`config.mk`:
```
export PLATFORM = sky130hd
export DESIGN_NAME = io_port_pin_control
export DESIGN_NICKNAME = d
export VERILOG_FILES = /design/src/io_port_pkg.sv /design/src/port_ctl_if.sv /design/src/io_port_pin_control.sv /design/src/io_port_cell.sv
export VERILOG_INCLUDE_DIRS = /design/src
export SDC_FILE = /design/constraint.sdc
export NUM_CORES = 1
export LEC_CHECK = 0
export ABC_AREA = 1
export BUFFER_PORTS_ARGS = -buffer_cell sky130_fd_sc_hd__buf_2
export CELL_PAD_IN_SITES_DETAIL_PLACEMENT = 0
export CELL_PAD_IN_SITES_GLOBAL_PLACEMENT = 1
export CORE_MARGIN = 1.5
export CORE_UTILIZATION = 31
export CTS_CLUSTER_DIAMETER = 120
export CTS_CLUSTER_SIZE = 28
export DETAILED_ROUTE_END_ITERATION = 12
export GPL_TIMING_DRIVEN = 0
export PLACE_DENSITY_LB_ADDON = 0.1
export SLEW_MARGIN = 15
export SYNTH_ARGS = -nofsm -noshare
export SYNTH_HDL_FRONTEND = slang
export SYNTH_HIERARCHICAL = 1
export SYNTH_SLANG_ARGS = --single-unit
```
`constraint.sdc`:
```
create_clock -name pclk -period 1.35 [get_ports pclk]
set_clock_uncertainty 0.1 [all_clocks]
set_input_delay 0.135 -clock pclk [delete_from_list [all_inputs] [get_ports pclk]]
set_output_delay 0.135 -clock pclk [all_outputs]
set_load 0.02 [all_outputs]
```
`src/io_port_defs.svh`:
```
/*
 what: offsets, field positions, reset values and widths for the pin control block.
 assumes: included by bare name; byte addresses on a 32-bit apb word bus.
*/
`ifndef IO_PORT_DEFS_SVH
`define IO_PORT_DEFS_SVH

// bus geometry
`define APB_ADDR_W 8
`define APB_DATA_W 32
`define PORT_W 4
`define PORT_COUNT 3

// register byte offsets
`define OFF_BAND 8'h00
`define OFF_PORT_BASE 8'h04
`define OFF_PORT_STRIDE 8'h0c
`define SUB_DIR 8'h00
`define SUB_OUT 8'h04
`define SUB_PIN 8'h08
`define OFF_CP_CTL 8'h28
`define OFF_STATUS 8'h2c

// band register field
`define BAND_LSB 0
`define BAND_MSB 1

// charge pump control fields
`define CP_EN0_BIT 0
`define CP_EN1_BIT 1
`define CP_VAL0_BIT 2
`define CP_VAL1_BIT 3
`define CP_CTL_W 4

// status fields
`define ST_POR_BIT 0
`define ST_WDT_BIT 1
`define ST_CE_BIT 2
`define ST_STOP_BIT 3
`define ST_W 4

// reset values
`define RST_NIBBLE 4'h0
`define RST_CP_CTL 4'h0
`define RST_FLAGS 3'b001
`define RST_WORD 32'h0000_0000

`endif

```
`src/io_port_pkg.sv`:
```
/*
 what: shared types of the pin control block.
 assumes: used by scoped name only, never imported.
*/
`default_nettype none

package io_port_pkg;
   // band selection written by software
   typedef enum logic [1:0] {
      BAND_NONE,
      BAND_VHF,
      BAND_HF,
      BAND_MW
   } band_e;
endpackage

`default_nettype wire

```
`src/port_ctl_if.sv`:
```
/*
 what: carrier between the register logic and one 4-bit port.
 assumes: both ends run on pclk.
*/
`timescale 1ns/1ps
`default_nettype none
`include "io_port_defs.svh"

interface port_ctl_if;
   logic wr_dir;
   logic wr_out;
   logic soft_clr;
   logic [`PORT_W-1:0] wdata;
   logic [`PORT_W-1:0] dir;
   logic [`PORT_W-1:0] out;
   logic [`PORT_W-1:0] pins;

   modport ctl (
      output wr_dir,
      output wr_out,
      output soft_clr,
      output wdata,
      input dir,
      input out,
      input pins
   );

   modport port (
      input wr_dir,
      input wr_out,
      input soft_clr,
      input wdata,
      output dir,
      output out,
      output pins
   );
endinterface

`default_nettype wire

```
`src/io_port_pin_control.sv`:
```
/*
 what: apb register front end for three 4-bit ports, band oscillator
 input control and the two charge pump output drivers.
 assumes: presetn is the power-on reset; watchdog_stack_reset and clock_stop
 come from pclk logic; ce_reset and the port pins come from outside.
*/
`timescale 1ns/1ps
`default_nettype none
`include "io_port_defs.svh"

module io_port_pin_control #(
   parameter int W = `PORT_W
) (
   // clock and reset
   input wire logic pclk,
   input wire logic presetn,
   // apb slave
   input wire logic psel,
   input wire logic penable,
   input wire logic pwrite,
   input wire logic [`APB_ADDR_W-1:0] paddr,
   input wire logic [`APB_DATA_W-1:0] pwdata,
   output logic [`APB_DATA_W-1:0] prdata,
   output logic pready,
   output logic pslverr,
   // reset sources and clock stop
   input wire logic watchdog_stack_reset,
   input wire logic ce_reset,
   input wire logic clock_stop,
   // port one-d
   input wire logic [W-1:0] port_one_d_pins_in,
   output logic [W-1:0] port_one_d_pins_out,
   output logic [W-1:0] port_one_d_pins_oe,
   // port two-b
   input wire logic [W-1:0] port_two_b_pins_in,
   output logic [W-1:0] port_two_b_pins_out,
   output logic [W-1:0] port_two_b_pins_oe,
   // port three-c
   input wire logic [W-1:0] port_three_c_pins_in,
   output logic [W-1:0] port_three_c_pins_out,
   output logic [W-1:0] port_three_c_pins_oe,
   // band oscillator inputs
   output logic high_band_osc_input_en,
   output logic high_band_osc_input_pulldown,
   output logic low_band_osc_input_en,
   output logic low_band_osc_input_pulldown,
   // charge pump outputs
   output logic charge_pump_out_zero_out,
   output logic charge_pump_out_zero_oe,
   output logic charge_pump_out_one_out,
   output logic charge_pump_out_one_oe
);

   ////////////////////////////////////////////////////////////////////////
   // declarations

   port_ctl_if pc [`PORT_COUNT] ();

   logic [`PORT_COUNT-1:0][W-1:0] pins_in;
   logic [`PORT_COUNT-1:0][W-1:0] pin_state;
   logic [`PORT_COUNT-1:0][W-1:0] drv_out;
   logic [`PORT_COUNT-1:0][W-1:0] drv_oe;

   io_port_pkg::band_e band_r;
   logic [`CP_CTL_W-1:0] cp_ctl_r;
   logic [2:0] flags_r;
   logic [2:0] flags_nxt;
   logic ce_meta_r;
   logic ce_sync_r;
   logic stop_r;
   logic [`APB_DATA_W-1:0] prdata_r;
   logic [`APB_DATA_W-1:0] prdata_nxt;
   logic pready_r;
   logic pslverr_r;
   logic pslverr_nxt;
   logic setup;
   logic wr_en;
   logic any_reset;
   logic hi_en_r;
   logic lo_en_r;
   logic hi_pd_r;
   logic lo_pd_r;
   logic cp0_oe_r;
   logic cp1_oe_r;
   logic cp0_out_r;
   logic cp1_out_r;

   assign pins_in[0] = port_one_d_pins_in;
   assign pins_in[1] = port_two_b_pins_in;
   assign pins_in[2] = port_three_c_pins_in;

   assign setup = psel && !penable;
   assign wr_en = psel && penable && pready_r && pwrite;
   assign any_reset = watchdog_stack_reset || ce_sync_r;

   ////////////////////////////////////////////////////////////////////////
   // address decode helpers

   function automatic logic port_hit(
      input logic [`APB_ADDR_W-1:0] a,
      input int idx,
      input logic [`APB_ADDR_W-1:0] sub
   );
      logic [`APB_ADDR_W-1:0] base;
      base = `OFF_PORT_BASE + `OFF_PORT_STRIDE * idx[`APB_ADDR_W-1:0];
      port_hit = (a == base + sub);
   endfunction

   function automatic logic [`APB_DATA_W-1:0] nib(input logic [W-1:0] v);
      nib = {{(`APB_DATA_W-W){1'b0}}, v};
   endfunction

   ////////////////////////////////////////////////////////////////////////
   // ports

   genvar gi;
   generate
      for (gi = 0; gi < `PORT_COUNT; gi++) begin : g_port
         assign pc[gi].wr_dir = wr_en && port_hit(paddr, gi, `SUB_DIR);
         assign pc[gi].wr_out = wr_en && port_hit(paddr, gi, `SUB_OUT);
         assign pc[gi].wdata = pwdata[W-1:0];
         // ce reset deliberately absent: pins keep their state
         assign pc[gi].soft_clr = watchdog_stack_reset;
         assign pin_state[gi] = pc[gi].pins;
         assign drv_out[gi] = pc[gi].out;
         assign drv_oe[gi] = pc[gi].dir;

         io_port_cell #(
            .W(W),
            .PER_BIT(gi != 2)
         ) u_port (
            .pclk(pclk),
            .presetn(presetn),
            .pc(pc[gi]),
            .pin_in(pins_in[gi])
         );
      end
   endgenerate

   assign port_one_d_pins_out = drv_out[0];
   assign port_one_d_pins_oe = drv_oe[0];
   assign port_two_b_pins_out = drv_out[1];
   assign port_two_b_pins_oe = drv_oe[1];
   assign port_three_c_pins_out = drv_out[2];
   assign port_three_c_pins_oe = drv_oe[2];

   ////////////////////////////////////////////////////////////////////////
   // ce reset pin synchroniser, stop level

   always_ff @(posedge pclk or negedge presetn) begin
      if (!presetn) begin
         ce_meta_r <= 1'b0;
         ce_sync_r <= 1'b0;
      end else begin
         ce_meta_r <= ce_reset;
         ce_sync_r <= ce_meta_r;
      end
   end

   always_ff @(posedge pclk or negedge presetn) begin
      if (!presetn) begin
         stop_r <= 1'b0;
      end else begin
         stop_r <= clock_stop;
      end
   end

   ////////////////////////////////////////////////////////////////////////
   // band mode

   always_ff @(posedge pclk or negedge presetn) begin
      if (!presetn) begin
         band_r <= io_port_pkg::BAND_NONE;
      end else if (watchdog_stack_reset) begin
         band_r <= io_port_pkg::BAND_NONE;
      end else if (wr_en && paddr == `OFF_BAND) begin
         band_r <= io_port_pkg::band_e'(pwdata[`BAND_MSB:`BAND_LSB]);
      end
   end

   always_ff @(posedge pclk or negedge presetn) begin
      if (!presetn) begin
         hi_en_r <= 1'b0;
         lo_en_r <= 1'b0;
         hi_pd_r <= 1'b1;
         lo_pd_r <= 1'b1;
      end else begin
         hi_en_r <= (band_r == io_port_pkg::BAND_VHF);
         lo_en_r <= (band_r == io_port_pkg::BAND_HF) ||
                    (band_r == io_port_pkg::BAND_MW);
         hi_pd_r <= (band_r != io_port_pkg::BAND_VHF);
         lo_pd_r <= (band_r != io_port_pkg::BAND_HF) &&
                    (band_r != io_port_pkg::BAND_MW);
      end
   end

   assign high_band_osc_input_en = hi_en_r;
   assign high_band_osc_input_pulldown = hi_pd_r;
   assign low_band_osc_input_en = lo_en_r;
   assign low_band_osc_input_pulldown = lo_pd_r;

   ////////////////////////////////////////////////////////////////////////
   // charge pump control

   always_ff @(posedge pclk or negedge presetn) begin
      if (!presetn) begin
         cp_ctl_r <= `RST_CP_CTL;
      end else if (any_reset) begin
         cp_ctl_r <= `RST_CP_CTL;
      end else if (wr_en && paddr == `OFF_CP_CTL) begin
         cp_ctl_r <= pwdata[`CP_CTL_W-1:0];
      end
   end

   always_ff @(posedge pclk or negedge presetn) begin
      if (!presetn) begin
         cp0_oe_r <= 1'b0;
         cp1_oe_r <= 1'b0;
         cp0_out_r <= 1'b0;
         cp1_out_r <= 1'b0;
      end else begin
         // released drivers float while stopped or in any reset
         cp0_oe_r <= cp_ctl_r[`CP_EN0_BIT] && !clock_stop && !any_reset;
         cp1_oe_r <= cp_ctl_r[`CP_EN1_BIT] && !clock_stop && !any_reset;
         cp0_out_r <= cp_ctl_r[`CP_VAL0_BIT];
         cp1_out_r <= cp_ctl_r[`CP_VAL1_BIT];
      end
   end

   assign charge_pump_out_zero_oe = cp0_oe_r;
   assign charge_pump_out_one_oe = cp1_oe_r;
   assign charge_pump_out_zero_out = cp0_out_r;
   assign charge_pump_out_one_out = cp1_out_r;

   ////////////////////////////////////////////////////////////////////////
   // reset cause flags, write one to clear, set wins

   always_comb begin
      flags_nxt = flags_r;
      if (wr_en && paddr == `OFF_STATUS) begin
         flags_nxt = flags_r & ~pwdata[`ST_CE_BIT:`ST_POR_BIT];
      end
      if (watchdog_stack_reset) begin
         flags_nxt[`ST_WDT_BIT] = 1'b1;
      end
      if (ce_sync_r) begin
         flags_nxt[`ST_CE_BIT] = 1'b1;
      end
   end

   always_ff @(posedge pclk or negedge presetn) begin
      if (!presetn) begin
         flags_r <= `RST_FLAGS;
      end else begin
         flags_r <= flags_nxt;
      end
   end

   ////////////////////////////////////////////////////////////////////////
   // read mux, captured in the setup cycle

   always_comb begin
      prdata_nxt = `RST_WORD;
      pslverr_nxt = 1'b0;
      if (paddr == `OFF_BAND) begin
         prdata_nxt = {{(`APB_DATA_W-2){1'b0}}, band_r};
      end else if (port_hit(paddr, 0, `SUB_DIR)) begin
         prdata_nxt = nib(pc[0].dir);
      end else if (port_hit(paddr, 0, `SUB_OUT)) begin
         prdata_nxt = nib(pc[0].out);
      end else if (port_hit(paddr, 0, `SUB_PIN)) begin
         prdata_nxt = nib(pin_state[0]);
      end else if (port_hit(paddr, 1, `SUB_DIR)) begin
         prdata_nxt = nib(pc[1].dir);
      end else if (port_hit(paddr, 1, `SUB_OUT)) begin
         prdata_nxt = nib(pc[1].out);
      end else if (port_hit(paddr, 1, `SUB_PIN)) begin
         prdata_nxt = nib(pin_state[1]);
      end else if (port_hit(paddr, 2, `SUB_DIR)) begin
         prdata_nxt = nib(pc[2].dir);
      end else if (port_hit(paddr, 2, `SUB_OUT)) begin
         prdata_nxt = nib(pc[2].out);
      end else if (port_hit(paddr, 2, `SUB_PIN)) begin
         prdata_nxt = nib(pin_state[2]);
      end else if (paddr == `OFF_CP_CTL) begin
         prdata_nxt = {{(`APB_DATA_W-`CP_CTL_W){1'b0}}, cp_ctl_r};
      end else if (paddr == `OFF_STATUS) begin
         prdata_nxt = {{(`APB_DATA_W-`ST_W){1'b0}}, stop_r, flags_r};
      end else begin
         pslverr_nxt = 1'b1;
      end
   end

   ////////////////////////////////////////////////////////////////////////
   // apb answer: ready in the first access cycle

   always_ff @(posedge pclk or negedge presetn) begin
      if (!presetn) begin
         pready_r <= 1'b0;
         pslverr_r <= 1'b0;
         prdata_r <= `RST_WORD;
      end else begin
         pready_r <= setup;
         if (setup) begin
            pslverr_r <= pslverr_nxt;
            prdata_r <= pwrite ? `RST_WORD : prdata_nxt;
         end else begin
            pslverr_r <= 1'b0;
            prdata_r <= `RST_WORD;
         end
      end
   end

   assign pready = pready_r;
   assign pslverr = pslverr_r;
   assign prdata = prdata_r;

endmodule // io_port_pin_control

`default_nettype wire

```
`src/io_port_cell.sv`:
```
/*
 what: one 4-bit i/o port: direction, output latch and pin input synchroniser.
 assumes: pin inputs come from outside pclk; strobes come from pclk logic.
*/
`timescale 1ns/1ps
`default_nettype none
`include "io_port_defs.svh"

module io_port_cell #(
   parameter int W = `PORT_W,
   parameter bit PER_BIT = 1'b1
) (
   // clock and reset
   input wire logic pclk,
   input wire logic presetn,
   // control side
   port_ctl_if.port pc,
   // pin side
   input wire logic [W-1:0] pin_in
);

   logic [W-1:0] dir_r;
   logic [W-1:0] out_r;
   logic [W-1:0] meta_r;
   logic [W-1:0] sync_r;

   ////////////////////////////////////////////////////////////////////////
   // direction: 1 drives the pin

   always_ff @(posedge pclk or negedge presetn) begin
      if (!presetn) begin
         dir_r <= `RST_NIBBLE;
      end else if (pc.soft_clr) begin
         dir_r <= `RST_NIBBLE;
      end else if (pc.wr_dir) begin
         if (PER_BIT) begin
            dir_r <= pc.wdata;
         end else begin
            dir_r <= {W{pc.wdata[0]}};
         end
      end
   end

   ////////////////////////////////////////////////////////////////////////
   // output latch, written whatever the direction

   always_ff @(posedge pclk or negedge presetn) begin
      if (!presetn) begin
         out_r <= `RST_NIBBLE;
      end else if (pc.wr_out) begin
         out_r <= pc.wdata;
      end
   end

   ////////////////////////////////////////////////////////////////////////
   // two-stage pin synchroniser

   always_ff @(posedge pclk or negedge presetn) begin
      if (!presetn) begin
         meta_r <= `RST_NIBBLE;
         sync_r <= `RST_NIBBLE;
      end else begin
         meta_r <= pin_in;
         sync_r <= meta_r;
      end
   end

   assign pc.dir = dir_r;
   assign pc.out = out_r;
   assign pc.pins = sync_r;

endmodule // io_port_cell

`default_nettype wire

```
==> results.json <==
{
  "cellLeakagePower_nw": 2.31,
  "n_antenna_cell": 0,
  "antenna_found_initial": 0,
  "cpMostUsedCell": "nor2_1",
  "synth_warnings": 6,
  "max_stage_delay_ps": 460,
  "placed_cell_area_mm2": 0.00382,
  "nFillCells": 1045,
  "grt_pass1_vias": 2512,
  "routed_wl_um": 7960,
  "worstSetupStartpointType": "flop",
  "die_area_mm2": 0.0108,
  "vias": 2576,
  "cp.arrival_ps": 1550,
  "crit_type": "flop to flop",
  "multi_input_area_mm2": 0.00124,
  "cts_tree": "done",
  "clock-sinks": 71,
  "die_w_um": 104,
  "grt_max_degree": 39,
  "path_cells": "buf_6, a21oi_2, nand3_1, nand2_1, nand4_1, nor2_1, nor2_1",
  "drtIter0Drc": 78,
  "grt_pass1_wl_um": 13000,
  "rows": 36,
  "cts-root-buf": "clkbuf_8",
  "die_h_um": 104,
  "min_period_ps": 1410,
  "io_buffer_count": 69,
  "synth_area_mm2": 0.00316,
  "seq_area_frac_synth": 0.564,
  "grt_overflow": 0,
  "yosys.cell_types.count": 25,
  "cp_slowest_cell": "dfrtp_2",
  "finalSetupViolations": 5,
  "drv_cap": 0,
  "fmax_ghz": 0.708,
  "synth_seq_cells": 71,
  "critical-path-top-delay-family": "simple AND/OR/NAND/NOR gates",
  "cp.required_ps": 1490,
  "wire_per_inst_um": 12.7,
  "insertion_delay_ps": 340,
  "min_period_over_period": 1.05,
  "stdcell_area_mm2": 0.00445,
  "route.detailed.drc": 0,
  "drtPass1Iterations": 4,
  "holdCritPathClass": "primary input to flop",
  "syn_avg_cell_area_um2": 8.70,
  "clockBufferDepth": 2,
  "drive_gt1_frac": 0.335,
  "via_per_inst": 4.10,
  "p_per_area_mw_per_mm2": 1060,
  "synth_cells": 363,
  "rsz0062_at_grt": "yes",
  "worst_setup_path_end_kind": "flop",
  "violations": "negative setup slack",
  "run_status": "complete, but fails checks",
  "seqCellArea_mm2": 0.00178,
  "final_cells": 628,
  "setup_ws_ps": -61.5,
  "fin_nets": 550,
  "crit_fanout": 5,
  "cts_buffers": 9,
  "path_clk_slew_ps": 80,
  "core_mm2": 0.00982,
  "dp.cells": 593,
  "final_max_slew_viol_count": 0,
  "start_util": 0.321,
  "path_buf_inv": 1,
  "h-tree-depth": 3,
  "drtAntennaViolNets": 0,
  "syn_to_final_growth_pct": 40.9,
  "dp_hpwl_um": 5790,
  "globalplace.congestion": 0.812,
  "hold_viol": 0,
  "grtUsageTotal": 0.157,
  "irDropWorstVdd_mv": 0.484,
  "pin_count": 126
}
==> path summary, 6_finish.rpt <==
check / from / endpoint / slack, ps / cells after the start
max reg2reg: g_port[2].u_port/pc.dir[2]$_DFFE_PN0P_ / prdata[2]$_DFF_PN0_ / -60 / 7
max in group asynchronous: presetn / flags_r[0]$_DFFE_PN1P_ / 340 / 3
min: pwdata[3] / g_port[0].u_port/pc.out[3]$_DFFE_PN0P_ / 30 / 3
max: g_port[2].u_port/pc.dir[2]$_DFFE_PN0P_ / prdata[2]$_DFF_PN0_ / -60 / 7
min in group asynchronous: presetn / stop_r$_DFF_PN0_ / 200 / 2
min reg2reg: g_port[1].u_port/meta_r[2]$_DFF_PN0_ / g_port[1].u_port/pc.pins[2]$_DFF_PN0_ / 250 / 0
==> worst register-to-register path, stage by stage, from the launching register on <==
cell	delay [ps]
dfrtp_2	460
buf_6	140
a21oi_2	120
nand3_1	90
nand2_1	110
nand4_1	130
nor2_1	120
nor2_1	50
==> layout by cell type, fill, tap and decap left out, types with 7 or more instances in the layout <==
cell            n
buf_2          65
a21oi_1         7
dlygate4sd3_1  16
o21ai_1        11
buf_4          31
clkbuf_8       10
conb_1         28
buf_6           7
nand3_1        20
dfrtp_1        66
nor2_1         21
inv_1          47
o21ai_0         8
nand2_1        88
nor2_4         11
==> flip-flops by register name, indices dropped and copies added (netlist names) <==
register and cells:
charge_pump_out_one_oe 1, pslverr 1, charge_pump_out_zero_out 1, charge_pump_out_zero_oe 1
low_band_osc_input_pulldown 1, pready 1, g_port.u_port/pc.pins 12, high_band_osc_input_pulldown 1
flags_r 3, high_band_osc_input_en 1, ce_sync_r 1, prdata 4
stop_r 1, cp_ctl_r 4, g_port.u_port/pc.dir 9, ce_meta_r 1
low_band_osc_input_en 1, charge_pump_out_one_out 1, band_r 2, g_port.u_port/meta_r 12
g_port.u_port/pc.out 12
==> metrics by stage <==
step | worst slack (ps) | total power, mW | setup TNS [ps] | hold slack, ps | util
floorplan | -160 | 2.43 | -3650 | -261 | -
global placement | -539 | 2.59 | -42120 | 143 | 0.386
detailed placement | -555 | 2.60 | -15470 | 18.7 | 0.389
CTS | -119 | 4.73 | -988 | 38.4 | 0.439
global route | -151 | 4.89 | -1210 | 30.6 | 0.453
finish | -61.5 | 4.69 | -213 | 29.3 | 0.453
==> cell families (layout without fill, tap and decap cells) <==
group / count (synthesis) / after routing / synth area share
simple gates: 174 / 174 / 0.243
other cells: 1 / 28 / 0.00119
buf+inv: 83 / 188 / 0.136
flops: 71 / 71 / 0.564
compound gates: 34 / 34 / 0.0567
==> final cells by class <==
| cell class | instances | area share |
|---|---|---|
| inverter | 51 | 0.0430 |
| timing repair buffer | 89 | 0.130 |
| clock inverter | 6 | 0.0242 |
| clock buffer | 10 | 0.0309 |
| sequential | 71 | 0.401 |
| buffer | 32 | 0.0548 |
| tap | 133 | 0.0374 |
| multi-input combinational | 236 | 0.279 |
==> what timing repair did <==
action | in CTS | in global routing
setup buffers | 2 | 1
hold buffers | 16 | 0
endpoints found under the hold margin | 51 | 0
pin swaps | 7 | 18
endpoints found under the setup margin | 37 | 29
gates resized for setup | 20 | 42
==> synthesized netlist by cell type <==
cell type | instances | area (um^2)
dfstp_2 | 3 | 78.8
nor2_1 | 30 | 113
clkbuf_1 | 1 | 3.75
a21boi_0 | 1 | 7.51
a21oi_1 | 11 | 55.1
o21ai_0 | 19 | 95.1
nand2_1 | 90 | 338
nor2_4 | 2 | 22.5
a32oi_1 | 1 | 8.76
dfrtp_1 | 68 | 1700
nand2_2 | 2 | 12.5
nor2_2 | 5 | 31.3
nor3_1 | 9 | 45.0
nand3_1 | 24 | 120
nand4_1 | 5 | 31.3
inv_1 | 50 | 188
nand3_2 | 2 | 20.0
o22ai_1 | 2 | 12.5
conb_1 | 1 | 3.75
nor4_1 | 1 | 6.26
or2_2 | 1 | 6.26
or2_0 | 2 | 12.5
nor3b_1 | 1 | 7.51
buf_4 | 31 | 233
inv_2 | 1 | 3.75
==> where the power goes <==
part / internal, mW / leakage, nW / switching [mW]
sequential: 2.17 / 0.841 / 0.0139
clock: 1.27 / 0.122 / 0.812
combinational: 0.159 / 1.35 / 0.265
==> routing by layer <==
layer	vias to the layer above	global-route usage	wire length, um
met4	0	0.0437	113
met1	1151	0.209	3750
met2	81	0.252	3710
li1	1335	-	-
met3	9	0.0414	388
met5	-	0	0
Note: power is estimated with default switching activity, not from simulation.
